## src/verilog/scp_pkg.sv

```systemverilog
// constants and types for the stepper configuration-mode word block
// assumes a host that writes ten output words and reads ten input words
package scp_pkg;
    // word indices of the ten-word images
    localparam logic [3:0] N_WORDS = 4'hA;
    localparam logic [3:0] W_CFG0 = 4'h0;
    localparam logic [3:0] W_CFG1 = 4'h1;
    localparam logic [3:0] W_SPEED_HI = 4'h2;
    localparam logic [3:0] W_SPEED_LO = 4'h3;
    localparam logic [3:0] W_STEPS = 4'h4;
    localparam logic [3:0] W_ZERO = 4'h5;
    localparam logic [3:0] W_COUNTS = 4'h6;
    localparam logic [3:0] W_STANDBY = 4'h7;
    localparam logic [3:0] W_DRIVE = 4'h8;
    localparam logic [3:0] W_GAIN = 4'h9;
    localparam logic [3:0] W_LAST = 4'h9;
    // first configuration word fields
    localparam int B0_MODE = 15;
    localparam int B0_STALL = 13;
    localparam int B0_RSVD_HI = 12;
    localparam int B0_USE_ENC = 10;
    localparam int B0_RSVD_LO = 9;
    localparam int FN_W = 3;
    // second configuration word fields
    localparam int B1_ROLE = 14;
    localparam int B1_LOSS_FORCE = 13;
    localparam int B1_LOSS_VALUE = 12;
    localparam int B1_READBACK = 11;
    localparam int B1_SAVE = 10;
    localparam int B1_REPORT_32 = 9;
    localparam int B1_CMD_32 = 8;
    localparam int B1_MSW_FIRST = 7;
    localparam int B1_RSVD_TOP = 6;
    localparam int B1_RSVD_BOT = 3;
    // command-mode bit that drives output 1 as a general output
    localparam logic [3:0] CMD_OUT_WORD = 4'h1;
    localparam int CMD_OUT_BIT = 0;
    // input function codes
    localparam logic [2:0] FN_GENERAL = 3'h0;
    localparam logic [2:0] FN_HOME = 3'h6;
    localparam logic [2:0] FN_QUAD = 3'h7;
    // values
    localparam logic [15:0] SPEED_LO_MAX = 16'h03E7;
    localparam logic [15:0] CFG_ERR_STATUS = 16'h6408;
    localparam logic [15:0] STATUS_OK = 16'h0000;
    localparam logic [15:0] SAVE_OK_CODE = 16'hAAAA;
    localparam logic [15:0] SAVE_FAIL_CODE = 16'hEEEE;
    localparam logic [15:0] ZERO_WORD = 16'h0000;

    typedef enum logic [1:0] {ST_RUN = 2'b00, ST_SAVE = 2'b01, ST_DONE = 2'b11} scp_state_type;
    typedef enum logic [1:0] {LED_SOLID = 2'b00, LED_GREEN = 2'b01, LED_RED = 2'b10} scp_led_type;

    // one host write, or the end of a network output frame
    typedef struct packed {
        logic valid;
        logic frame_end;
        logic [3:0] index;
        logic [15:0] data;
    } scp_wr_type;

    // data format selections for command mode
    typedef struct packed {
        logic report_32;
        logic cmd_32;
        logic msw_first;
    } scp_fmt_type;
endpackage

```

## src/verilog/scp_config_words.sv

```systemverilog
// configuration-mode word handling: output image, validation, echo, save, output 1
// assumes host writes and flash answers are on clk_sys; pins arrive asynchronously
`timescale 1ns/1ps
module scp_config_words
(
    input wire logic clk_sys,
    input wire logic rst_n,
    input scp_pkg::scp_wr_type host_wr,
    input wire logic [3:0] rd_index,
    input wire logic link_up_pin,
    input wire logic [2:0] in_pins,
    input wire logic fault,
    input wire logic move_done,
    input wire logic flash_done,
    input wire logic flash_ok,
    output logic [15:0] rd_data,
    output logic flash_req,
    output logic out_a,
    output scp_pkg::scp_led_type led,
    output scp_pkg::scp_fmt_type fmt,
    output logic [2:0] in_active,
    output logic [15:0] standby_current,
    output logic cfg_mode
);
    import scp_pkg::*;

    logic [15:0] out_img [N_WORDS];
    logic [15:0] cfg_act [N_WORDS];
    logic cfg_valid;
    logic word0_status;
    logic mode_prev;
    logic save_prev;
    logic readback;
    scp_state_type state;
    logic [15:0] save_resp;
    logic link_meta;
    logic link_ok;
    logic [2:0] pin_meta;
    logic [2:0] pin_sync;
    logic standby_pend;
    logic [15:0] standby_next;
    logic mode_now;
    logic [2:0] fn_a;
    logic [2:0] fn_b;
    logic [2:0] fn_c;
    logic quad_pair;
    logic rsvd_bad;
    logic speed_bad;
    logic dup_bad;
    logic quad_bad;
    logic enc_bad;
    logic stall_bad;
    logic cfg_ok;
    logic accept;
    logic save_go;

    ////////////////////////////////////////////////////////////////////////////
    // synchronisers for pins
    always_ff @(posedge clk_sys or negedge rst_n)
    begin
        if (!rst_n)
        begin
            link_meta <= 1'b0;
            link_ok <= 1'b0;
            pin_meta <= 3'h0;
            pin_sync <= 3'h0;
        end
        else
        begin
            link_meta <= link_up_pin;
            link_ok <= link_meta;
            pin_meta <= in_pins;
            pin_sync <= pin_meta;
        end
    end

    ////////////////////////////////////////////////////////////////////////////
    // output image from the host, frozen once the save answer is out
    always_ff @(posedge clk_sys or negedge rst_n)
    begin
        if (!rst_n)
        begin
            for (int i = 0; i < N_WORDS; i++)
            begin
                out_img[i] <= 16'h0000;
            end
        end
        else if (host_wr.valid && state != ST_DONE && host_wr.index < N_WORDS)
        begin
            out_img[host_wr.index] <= host_wr.data;
        end
    end

    ////////////////////////////////////////////////////////////////////////////
    // validity check of the written image
    assign mode_now = out_img[W_CFG0][B0_MODE];
    assign fn_a = out_img[W_CFG0][FN_W-1:0];
    assign fn_b = out_img[W_CFG0][2*FN_W-1:FN_W];
    assign fn_c = out_img[W_CFG0][3*FN_W-1:2*FN_W];
    assign quad_pair = (fn_a == FN_QUAD) && (fn_b == FN_QUAD);
    // second word bit 15 is not looked at
    assign rsvd_bad = out_img[W_CFG0][B0_RSVD_HI] | out_img[W_CFG0][B0_RSVD_LO]
        | (|out_img[W_CFG1][B1_RSVD_TOP:B1_RSVD_BOT]);
    assign speed_bad = out_img[W_SPEED_LO] > SPEED_LO_MAX;
    // quadrature pair on inputs 1 and 2 is the one allowed repeat besides general inputs
    assign dup_bad = (fn_a == fn_b && fn_a != FN_GENERAL && fn_a != FN_QUAD)
        || (fn_a == fn_c && fn_a != FN_GENERAL)
        || (fn_b == fn_c && fn_b != FN_GENERAL);
    assign quad_bad = (fn_c == FN_QUAD) || ((fn_a == FN_QUAD || fn_b == FN_QUAD) && !quad_pair);
    assign enc_bad = out_img[W_CFG0][B0_USE_ENC]
        && (!quad_pair || out_img[W_COUNTS] == ZERO_WORD);
    assign stall_bad = out_img[W_CFG0][B0_STALL] && !out_img[W_CFG0][B0_USE_ENC];
    assign cfg_ok = !(rsvd_bad || speed_bad || dup_bad || quad_bad || enc_bad || stall_bad);
    // writes refused while readback bit is set
    assign accept = host_wr.frame_end && state == ST_RUN && mode_now
        && !out_img[W_CFG1][B1_READBACK] && cfg_ok;
    assign save_go = host_wr.frame_end && state == ST_RUN && mode_now
        && out_img[W_CFG1][B1_SAVE] && !save_prev && cfg_ok;

    ////////////////////////////////////////////////////////////////////////////
    // frame bookkeeping: mode edge, save edge, readback flag
    always_ff @(posedge clk_sys or negedge rst_n)
    begin
        if (!rst_n)
        begin
            mode_prev <= 1'b0;
            save_prev <= 1'b0;
            readback <= 1'b0;
        end
        else if (host_wr.frame_end && state == ST_RUN)
        begin
            mode_prev <= mode_now;
            save_prev <= out_img[W_CFG1][B1_SAVE];
            if (mode_now && !mode_prev && out_img[W_CFG1][B1_READBACK])
            begin
                readback <= 1'b1;
            end
            else if (!out_img[W_CFG1][B1_READBACK] || !mode_now)
            begin
                readback <= 1'b0;
            end
        end
    end

    ////////////////////////////////////////////////////////////////////////////
    // accepted configuration and its error state
    always_ff @(posedge clk_sys or negedge rst_n)
    begin
        if (!rst_n)
        begin
            for (int i = 0; i < N_WORDS; i++)
            begin
                cfg_act[i] <= 16'h0000;
            end
            cfg_valid <= 1'b0;
            word0_status <= 1'b1;
        end
        else if (accept)
        begin
            for (int i = 0; i < N_WORDS; i++)
            begin
                cfg_act[i] <= out_img[i];
            end
            cfg_valid <= 1'b1;
            word0_status <= 1'b0;
        end
        else if (host_wr.frame_end && state == ST_RUN && mode_now && !cfg_ok)
        begin
            word0_status <= 1'b1;
        end
    end

    ////////////////////////////////////////////////////////////////////////////
    // flash save sequence and lock
    always_ff @(posedge clk_sys or negedge rst_n)
    begin
        if (!rst_n)
        begin
            state <= ST_RUN;
            flash_req <= 1'b0;
            save_resp <= 16'h0000;
            led <= LED_SOLID;
        end
        else
        begin
            flash_req <= 1'b0;
            case (state)
                ST_RUN:
                begin
                    if (save_go)
                    begin
                        state <= ST_SAVE;
                        flash_req <= 1'b1;
                    end
                end
                ST_SAVE:
                begin
                    if (flash_done)
                    begin
                        state <= ST_DONE;
                        save_resp <= flash_ok ? SAVE_OK_CODE : SAVE_FAIL_CODE;
                        led <= flash_ok ? LED_GREEN : LED_RED;
                    end
                end
                ST_DONE:
                begin
                    state <= ST_DONE;
                end
                default:
                begin
                    state <= ST_RUN;
                end
            endcase
        end
    end

    ////////////////////////////////////////////////////////////////////////////
    // input word read-back
    always_ff @(posedge clk_sys or negedge rst_n)
    begin
        if (!rst_n)
        begin
            rd_data <= CFG_ERR_STATUS;
        end
        else if (rd_index == W_CFG0)
        begin
            // bit 13 is stall enable in the echo, config error in the status
            rd_data <= (!cfg_valid || word0_status) ? CFG_ERR_STATUS
                : (mode_now ? cfg_act[W_CFG0] : STATUS_OK);
        end
        else if (rd_index == W_LAST && state == ST_DONE)
        begin
            rd_data <= save_resp;
        end
        else if (rd_index == W_ZERO || rd_index >= N_WORDS)
        begin
            rd_data <= ZERO_WORD;
        end
        else
        begin
            rd_data <= cfg_act[rd_index];
        end
    end

    ////////////////////////////////////////////////////////////////////////////
    // output 1 drive
    always_ff @(posedge clk_sys or negedge rst_n)
    begin
        if (!rst_n)
        begin
            out_a <= 1'b1;
        end
        else if (!cfg_valid)
        begin
            out_a <= 1'b1;
        end
        else if (!link_ok)
        begin
            if (cfg_act[W_CFG1][B1_LOSS_FORCE])
            begin
                out_a <= cfg_act[W_CFG1][B1_LOSS_VALUE];
            end
        end
        else if (cfg_act[W_CFG1][B1_ROLE])
        begin
            out_a <= out_img[CMD_OUT_WORD][CMD_OUT_BIT] && !mode_now;
        end
        else
        begin
            out_a <= !fault;
        end
    end

    ////////////////////////////////////////////////////////////////////////////
    // data format selections and mode flag
    always_ff @(posedge clk_sys or negedge rst_n)
    begin
        if (!rst_n)
        begin
            fmt <= '0;
            cfg_mode <= 1'b0;
        end
        else
        begin
            fmt.report_32 <= cfg_act[W_CFG1][B1_REPORT_32];
            fmt.cmd_32 <= cfg_act[W_CFG1][B1_CMD_32];
            fmt.msw_first <= cfg_act[W_CFG1][B1_MSW_FIRST]
                && (cfg_act[W_CFG1][B1_REPORT_32] || cfg_act[W_CFG1][B1_CMD_32]);
            cfg_mode <= mode_now;
        end
    end

    ////////////////////////////////////////////////////////////////////////////
    // standby current deferred to end of first move
    always_ff @(posedge clk_sys or negedge rst_n)
    begin
        if (!rst_n)
        begin
            standby_pend <= 1'b0;
            standby_next <= 16'h0000;
            standby_current <= 16'h0000;
        end
        else if (accept)
        begin
            standby_pend <= 1'b1;
            standby_next <= out_img[W_STANDBY];
        end
        else if (move_done && standby_pend)
        begin
            standby_pend <= 1'b0;
            standby_current <= standby_next;
        end
    end

    ////////////////////////////////////////////////////////////////////////////
    // input active levels, encoder channels report polarity
    for (genvar g = 0; g < 3; g++)
    begin : g_in
        logic [2:0] fn;
        logic enc_ch;
        assign fn = cfg_act[W_CFG0][FN_W*g +: FN_W];
        assign enc_ch = fn == FN_QUAD || (g == 2 && fn == FN_HOME && cfg_act[W_CFG0][B0_USE_ENC]);
        always_ff @(posedge clk_sys or negedge rst_n)
        begin
            if (!rst_n)
            begin
                in_active[g] <= 1'b0;
            end
            else if (enc_ch)
            begin
                in_active[g] <= cfg_act[W_CFG1][g];
            end
            else
            begin
                in_active[g] <= cfg_act[W_CFG1][g] ? pin_sync[g] : !pin_sync[g];
            end
        end
    end

    ////////////////////////////////////////////////////////////////////////////
    // checks
    a_unconf_out_on: assert property (@(posedge clk_sys) disable iff (!rst_n)
        (!cfg_valid)[*2] |-> out_a) else $error("output 1 off before configuration");
    a_loss_force: assert property (@(posedge clk_sys) disable iff (!rst_n)
        (cfg_valid && !link_ok && cfg_act[W_CFG1][B1_LOSS_FORCE])[*2]
        |-> out_a == $past(cfg_act[W_CFG1][B1_LOSS_VALUE])) else $error("forced value wrong");
    a_loss_hold: assert property (@(posedge clk_sys) disable iff (!rst_n)
        (cfg_valid && !link_ok && !cfg_act[W_CFG1][B1_LOSS_FORCE])[*2]
        |-> $stable(out_a)) else $error("output 1 moved on link loss");
    a_readback_refuse: assert property (@(posedge clk_sys) disable iff (!rst_n)
        host_wr.frame_end && out_img[W_CFG1][B1_READBACK]
        |=> $stable(cfg_act[W_CFG0]) && $stable(cfg_act[W_STEPS])) else $error("write taken");
    a_save_edge: assert property (@(posedge clk_sys) disable iff (!rst_n)
        flash_req |-> $past(out_img[W_CFG1][B1_SAVE] && !save_prev && cfg_ok))
        else $error("save without valid rising edge");
    a_save_ok_resp: assert property (@(posedge clk_sys) disable iff (!rst_n)
        state == ST_SAVE && flash_done && flash_ok
        |=> save_resp == SAVE_OK_CODE && led == LED_GREEN) else $error("bad success answer");
    a_save_fail_resp: assert property (@(posedge clk_sys) disable iff (!rst_n)
        state == ST_SAVE && flash_done && !flash_ok
        |=> save_resp == SAVE_FAIL_CODE && led == LED_RED) else $error("bad failure answer");
    a_locked_after: assert property (@(posedge clk_sys) disable iff (!rst_n)
        state == ST_DONE |=> state == ST_DONE && !flash_req && $stable(cfg_act[W_CFG0])
        && $stable(out_img[W_CFG1])) else $error("activity after save answer");
    a_endian_gate: assert property (@(posedge clk_sys) disable iff (!rst_n)
        fmt.msw_first |-> fmt.report_32 || fmt.cmd_32) else $error("order without 32-bit");
    a_invalid_kept: assert property (@(posedge clk_sys) disable iff (!rst_n)
        host_wr.frame_end && !cfg_ok |=> $stable(cfg_act[W_CFG0]) && $stable(cfg_act[W_CFG1]))
        else $error("invalid configuration taken");
    a_word5_zero: assert property (@(posedge clk_sys) disable iff (!rst_n)
        rd_index == W_ZERO |=> rd_data == ZERO_WORD) else $error("word 5 not zero");
    a_cfg_err_word: assert property (@(posedge clk_sys) disable iff (!rst_n)
        !cfg_valid && rd_index == W_CFG0 |=> rd_data == CFG_ERR_STATUS)
        else $error("word 0 not config error");
    c_save_ok: cover property (@(posedge clk_sys) disable iff (!rst_n)
        flash_req ##[1:20] (flash_done && flash_ok));
    c_save_fail: cover property (@(posedge clk_sys) disable iff (!rst_n)
        flash_req ##[1:20] (flash_done && !flash_ok));
    c_readback: cover property (@(posedge clk_sys) disable iff (!rst_n) $rose(readback));
    c_loss_force: cover property (@(posedge clk_sys) disable iff (!rst_n)
        cfg_valid && !link_ok && cfg_act[W_CFG1][B1_LOSS_FORCE]);
endmodule

```

## config.mk

```make
export PLATFORM = sky130hd
export DESIGN_NAME = scp_config_words
export DESIGN_NICKNAME = d
export VERILOG_FILES = /design/src/verilog/scp_pkg.sv /design/src/verilog/scp_config_words.sv
export SDC_FILE = /design/constraint.sdc
export NUM_CORES = 1
export LEC_CHECK = 0
export ABC_AREA = 1
export BUFFER_PORTS_ARGS = -buffer_cell sky130_fd_sc_hd__buf_4
export CORE_MARGIN = 1
export CORE_UTILIZATION = 29
export DETAILED_ROUTE_END_ITERATION = 8
export PLACE_DENSITY_LB_ADDON = 0.08
export SETUP_SLACK_MARGIN = 0.02
export SYNTH_ARGS = -nofsm -noshare
export SYNTH_HDL_FRONTEND = slang
export SYNTH_SLANG_ARGS = --single-unit
```

## constraint.sdc

```tcl
create_clock -name clk_sys -period 2.5 [get_ports clk_sys]
set_clock_uncertainty 0.2 [all_clocks]
set_input_delay 0.375 -clock clk_sys [delete_from_list [all_inputs] [get_ports clk_sys]]
set_output_delay 0.375 -clock clk_sys [all_outputs]
set_load 0.02 [all_outputs]
```

Word-level counts from Yosys, hierarchy flattened
Index checks and enable logic that the tools add are counted.
Cells by class
  equal/unequal tests: 19
  $lt $le $gt $ge: 6
  multiplexer cells: 32
  bitwise gates (word level): 5
  reduce and logical (&&, ||, !) cells: 60
Operator list (number)
  $bwmux W160: 1
  $mux W16: 8
  $bmux W16 S4: 1
  $demux W16 S4: 1
  $logic_and A1 B1 Y1: 24
  $eq A3 B3 Y1 const B: 7
  $gt A16 B10 Y1 const B: 1
  $logic_not A16 Y1: 1
  $mux W1: 16
  $mux W15: 1
  $logic_or A1 B1 Y1: 14
  $logic_not A1 Y1: 11
  $ge A5 B5 Y1 const B: 2
  $not A4 Y5: 2
  $eq A3 B3 Y1: 3
  $mux W2: 3
  $ne A2 B2 Y1 const B: 3
  $pmux W2 S3: 1
  $reduce_and A2 Y1: 3
  $reduce_bool A3 Y1: 2
  $lt A5 B1 Y1 const B: 1
  $eq A4 B3 Y1 const B: 1
  $eq A4 B4 Y1 const B: 1
  $ge A4 B4 Y1 const B: 1
  11 further kinds: 13
Storage, ports and cells
  bits of input ports: 36
  bits in registers: 393
  output and inout port bits: 43

Longest topological paths before layout
  depth after elaboration: 13
  gate-level depth with buffers: 13

Least setup slack after synthesis
Ideal clock, no wire load.
  path kind: register -> register
  from: register out_img, in the netlist fn_b[0]
  to: register cfg_act[18] (netlist bit)
  arrival: 1.928 ns
  setup time: 0.131 ns
  cell stages (with the launch flop): 14
  setup slack: 0.241 ns
  cell sequence: dfrtp_1 inv_1 nor3_1 ha_1 nor2_1 nand2_1 nor2_1 nand2_1 nor2_1 nand4_4 buf_6 buf_2 nand2_1 o21ai_0
Between the ends
  longest elaborated chain between the ends: 11
  elaborated cells on any way between the ends: 22
  those cells by class: eq/ne: 3; reduce/logical: 19
RTL lines
  from (decl): line scp_config_words.sv:27  | logic [15:0] out_img [N_WORDS];
  from (signal, indexed assignment): line scp_config_words.sv:90  | out_img[host_wr.index] <= host_wr.data;
  $eq A3 B3 Y1: line scp_config_words.sv:106  | assign dup_bad = (fn_a == fn_b && fn_a != FN_GENERAL && fn_a != FN_QUAD)
  $logic_and A1 B1 Y1 (2 in a row): line scp_config_words.sv:106
  $logic_or A1 B1 Y1: line scp_config_words.sv:107  | || (fn_a == fn_c && fn_a != FN_GENERAL)
  $logic_or A1 B1 Y1: line scp_config_words.sv:108  | || (fn_b == fn_c && fn_b != FN_GENERAL);
  $logic_or A1 B1 Y1 (2 in a row): line scp_config_words.sv:113  | assign cfg_ok = !(rsvd_bad || speed_bad || dup_bad || quad_bad || enc_bad || stall_bad);
  $logic_or A1 B1 Y1 (*) (2 in a row): line scp_config_words.sv:113
  $logic_not A1 Y1 (*): line scp_config_words.sv:113
  $logic_and A1 B1 Y1 (*): line scp_config_words.sv:116  | && !out_img[W_CFG1][B1_READBACK] && cfg_ok;
  to (signal, indexed assignment): line scp_config_words.sv:162  | cfg_act[i] <= out_img[i];
  to (decl): line scp_config_words.sv:28  | logic [15:0] cfg_act [N_WORDS];
Every way passes the cells marked *; elsewhere a longest branch is shown, timed or not.
A chain may end at the register's enable or synchronous reset.

Worst setup path after layout
  from: register out_img, in the netlist fn_a[1]
  to: register cfg_act[11] (netlist bit)
Between the ends
  longest elaborated chain between the ends: 11
  elaborated cells on any way between the ends: 23
  those cells by class: eq/ne: 4; reduce/logical: 19
RTL lines (line)
  $eq A3 B3 Y1 / $reduce_bool A3 Y1 (equally long branches): scp_config_words.sv:106, scp_config_words.sv:107
  $logic_and A1 B1 Y1 (2 in a row): scp_config_words.sv:106
  $logic_or A1 B1 Y1: scp_config_words.sv:107
  $logic_or A1 B1 Y1: scp_config_words.sv:108
  $logic_or A1 B1 Y1 (2 in a row): scp_config_words.sv:113
  $logic_or A1 B1 Y1 (*) (2 in a row): scp_config_words.sv:113
  $logic_not A1 Y1 (*): scp_config_words.sv:113
  $logic_and A1 B1 Y1 (*): scp_config_words.sv:116
Marks and branches as above.

==> impl_metrics.yaml <==
run_status:
  outcome: "completed"
power:
  seq_power_share_pct: 45.6
  p_clk_share_pct: 49.5
  leakage_nw: 8.84
  max-vdd-ir-drop_uv: 452
  internal_power_w: 0.0104
  combPwrFrac_pct: 4.9
  p_sw_share_pct: 23.2
  power_switching_w: 0.00313
  power_density_mw_per_mm2: 697
synth:
  synth.top_cell.area_share_pct: 58.7
  netlist_top_cells_count: "517 x sky130_fd_sc_hd__nand2_1, 372 x sky130_fd_sc_hd__dfrtp_1, 227 x sky130_fd_sc_hd__inv_1"
  synth_compound_gate_area_share_pct: 14.2
  postSynthNetCount: 1829
  post_synth_fa_ha_maj_area_fraction_pct: 0.0790
  main_combinational_cell_family_by_area_after_synthesis: "simple AND/OR/NAND/NOR gates"
  synth_seq_area_share_pct: 59.7
  synth_largest_area_cell: "sky130_fd_sc_hd__dfrtp_1"
  edff_count_synth: 0
  synth_simple_gate_area_share_pct: 16.9
  syn_avg_cell_area_um2: 8.84
  syn-cell-area_mm2: 0.0158
  synthFlopType: "sky130_fd_sc_hd__dfrtp_1"
  ys_async_sr_fraction_pct: 100
  ys_seq_elements: 378
  synth.yosys.warnings: 0
  most_common_cell_in_the_synthesized_netlist: "sky130_fd_sc_hd__nand2_1"
  share_of_cell_area_taken_by_muxes_after_synthesis_pct: 0
  ys_types: 45
  ys_top_cells_by_area: "sky130_fd_sc_hd__dfrtp_1 59%, sky130_fd_sc_hd__nand2_1 12%, sky130_fd_sc_hd__o21ai_0 6.8%"
  synth_area_in_xor_xnor_pct: 0.332
  cell_count_after_synthesis: 1792
die:
  floorplan.die_area_mm2: 0.0556
  core_area_mm2: 0.0539
  die_width_um: 236
  floorplan.io_pins: 79
  start_util_pct: 29.4
  std_cell_rows: 85
  die_h_um: 236
setup_path:
  critPathSlowestCell: "sky130_fd_sc_hd__dfrtp_1"
  startpoint_type: "flip-flop"
  worst_ep_arrival_time_ps: 2640
  crit_path_max_incr_delay_ps: 370
  critical_path.reg2reg.startpoint: "fn_a[1]"
  timing_worst_setup_path_type: "reg -> reg"
  worst_path_most_repeated_cell: "sky130_fd_sc_hd__nand2_1"
  critical_path.endpoint_type: "flip-flop"
  critPathMaxFanout: 49
  setup.worst_path.start: "fn_a[1]"
  cp_data_required_time_ps: 2740
  cp_cell_sequence: "nand2_1, nor2_4, ha_1, nor2_1, nand2_1, nor2_1, nand2_1, nor2_2, nand4_4, buf_12, buf_12, nand2_1, o21ai_0"
sta:
  hold_violations: 0
  worst_slew_margin_rel_pct: 45.8
  worst_slew_pin_slew_ps: 812
  final_critical_path_setup_slack_ps: 105
  layout_min_cycle_time_ps: 2390
  fmax_mhz: 418
  grt_setup_unrepaired: "true"
  finalCritPeriodShare_pct: 95.8
  slew_viol_final: 0
  final-setup-viol-count: 0
cts:
  clk_path_buf_depth: 3
  h_tree_level_count: 2
  tritoncts_num_sinks: 378
  worstSkewPairLatency_ps: 580
  worst_setup_hold_path_clk_slew_ps: 60
  tritoncts_clock_tree: "done"
  cts_root_buf: "sky130_fd_sc_hd__clkbuf_16"
  cts_inserted_buffers: 46
cells_and_area:
  drive_above_1_share_pct: 14.0
  final_cells: 2658
  antenna_cells: 0
  design.final.nets: 1967
  syn_to_final_growth_pct: 22.4
global_routing:
  wire_length_of_the_first_global_routing_pass_um: 79900
  initial_antenna_violation_count: 6
  globalRouteTotalUtil_pct: 19.4
  grt_max_degree: 67
  number_of_global_route_vias_before_repair: 12100
  globalRouteOverflowTotal: 0
min_path:
  worstHoldStart: "host_wr[14]"
  type_of_the_worst_min_delay_path: "in -> reg"
route:
  routed_wl_um: 53200
  wire_per_inst_um: 20.0
  ant_nets: 0
  dr.pass1.iters: 5
  vias: 12200
  detail_route.iter0.violations: 1004
  drt_drc_violations_left: 0
  vias_per_cell: 4.60
place:
  detailedPlace.worstSlack_ps: 82.5
  final_replace_weighted_congestion: 0.813
  port-buffer-count: 78
  dpl.hpwl_um: 35200
  dpl.cell_count: 2561
job:
  drv.max_cap_violation_count: 0
layout make-up:
| class | instances | area, µm² |
|---|---|---|
| multi-input cells | 1091 | 5030 |
| flip-flops and latches | 378 | 9470 |
| well taps | 696 | 871 |
| clock buffers | 67 | 1350 |
| repair buffers | 180 | 1650 |
| clock inverters | 13 | 148 |
| inverters | 233 | 875 |
| fillers | 5624 | 34500 |
per-layer routing:
metal	global-route usage, %	wire length [µm]	part of all wire [%]
met1	28.9	27100	51
met2	29.1	22900	43
met3	3.37	2320	4.4
met4	4.08	828	1.6
met5	0	17	0.032
placed cells by master (no fill, tap or decap), types with 6 or more instances in the layout:
cell type / count
sky130_fd_sc_hd__clkinv_2: 8
sky130_fd_sc_hd__nand2_1: 511
sky130_fd_sc_hd__o21ai_1: 116
sky130_fd_sc_hd__buf_4: 145
sky130_fd_sc_hd__o221ai_1: 7
sky130_fd_sc_hd__a211o_1: 6
sky130_fd_sc_hd__nand2_2: 6
sky130_fd_sc_hd__clkbuf_16: 50
sky130_fd_sc_hd__buf_12: 14
sky130_fd_sc_hd__nand3_1: 55
sky130_fd_sc_hd__o21ai_0: 214
sky130_fd_sc_hd__clkbuf_1: 10
sky130_fd_sc_hd__inv_1: 226
sky130_fd_sc_hd__dfstp_2: 6
sky130_fd_sc_hd__nor2_1: 69
sky130_fd_sc_hd__nand4_1: 6
sky130_fd_sc_hd__dlygate4sd3_1: 11
sky130_fd_sc_hd__clkbuf_8: 10
sky130_fd_sc_hd__dfrtp_1: 372
sky130_fd_sc_hd__a32o_1: 6
sky130_fd_sc_hd__a21oi_1: 32
sky130_fd_sc_hd__o211ai_1: 15
power by group through the flow:
stage	Clock, W	Sequential (W)	Combinational (W)
floorplan	0	0.00630	0.000173
global placement	0	0.00628	0.000667
detailed placement	0	0.00628	0.000668
CTS	0.00690	0.00617	0.000684
global route	0.00715	0.00616	0.000722
finish	0.00669	0.00617	0.000658
registers in the layout, indices dropped and copies added, names as in the netlist, 2 cells and up:
signal / cells
pin_sync: 3
rd_data: 16
cfg_act: 160
fn_b: 3
standby_current: 16
fmt: 3
state: 2
save_resp: 2
fn_a: 3
in_active: 3
pin_meta: 3
out_img: 150
fn_c: 3
worst max-delay path: cells and delay by family, from the launching register on:
kind	cells	cell delay (ps)
DFF	1	370
AOI/OAI and AO/OA	1	80
adders and majority gates	1	290
and+or+nand+nor	9	900
buffers and inverters	2	370
through the flow:
| step | hold slack (ps) | TNS [ps] | utilization, % | total power, W | instance area, µm² |
|---|---|---|---|---|---|
| floorplan | -121 | 0 | - | 0.00647 | 15800 |
| detailed placement | 136 | 0 | 32.7 | 0.00694 | 17600 |
| finish | 97.9 | 0 | 36.0 | 0.0135 | 19400 |
| CTS | 78.1 | 0 | 35.7 | 0.0137 | 19200 |
| global route | 120 | -998 | 36.0 | 0.0140 | 19400 |
| global placement | 133 | 0 | 32.7 | 0.00694 | 17600 |
repair_timing:
item | 4_1_cts | 5_1_grt
hold buffers | 11 | 0
buffers inserted | 0 | 1
setup endpoints to repair | 0 | 143
hold endpoints to repair | 226 | 0
resized for setup | 0 | 19
logic make-up after synthesis:
logic type,after synthesis
fa+ha+maj,1
xor+xnor,6
flops,378
simple gates,668
compound gates,416
buf+inv,323
path summary, 6_finish.rpt:
| check | to | slack (ps) | cells after the start |
|---|---|---|---|
| setup / recovery | cfg_act[11] | 110 | 13 |
| hold / removal | out_img[110] | 100 | 4 |
| setup reg to reg | cfg_act[11] | 110 | 13 |
| hold reg to reg | pin_sync[2] | 150 | 0 |
| max in group asynchronous | rd_data[13] | 1130 | 3 |
| min in group asynchronous | standby_current[15] | 140 | 2 |
No activity file was read; power rests on OpenSTA's default activity.
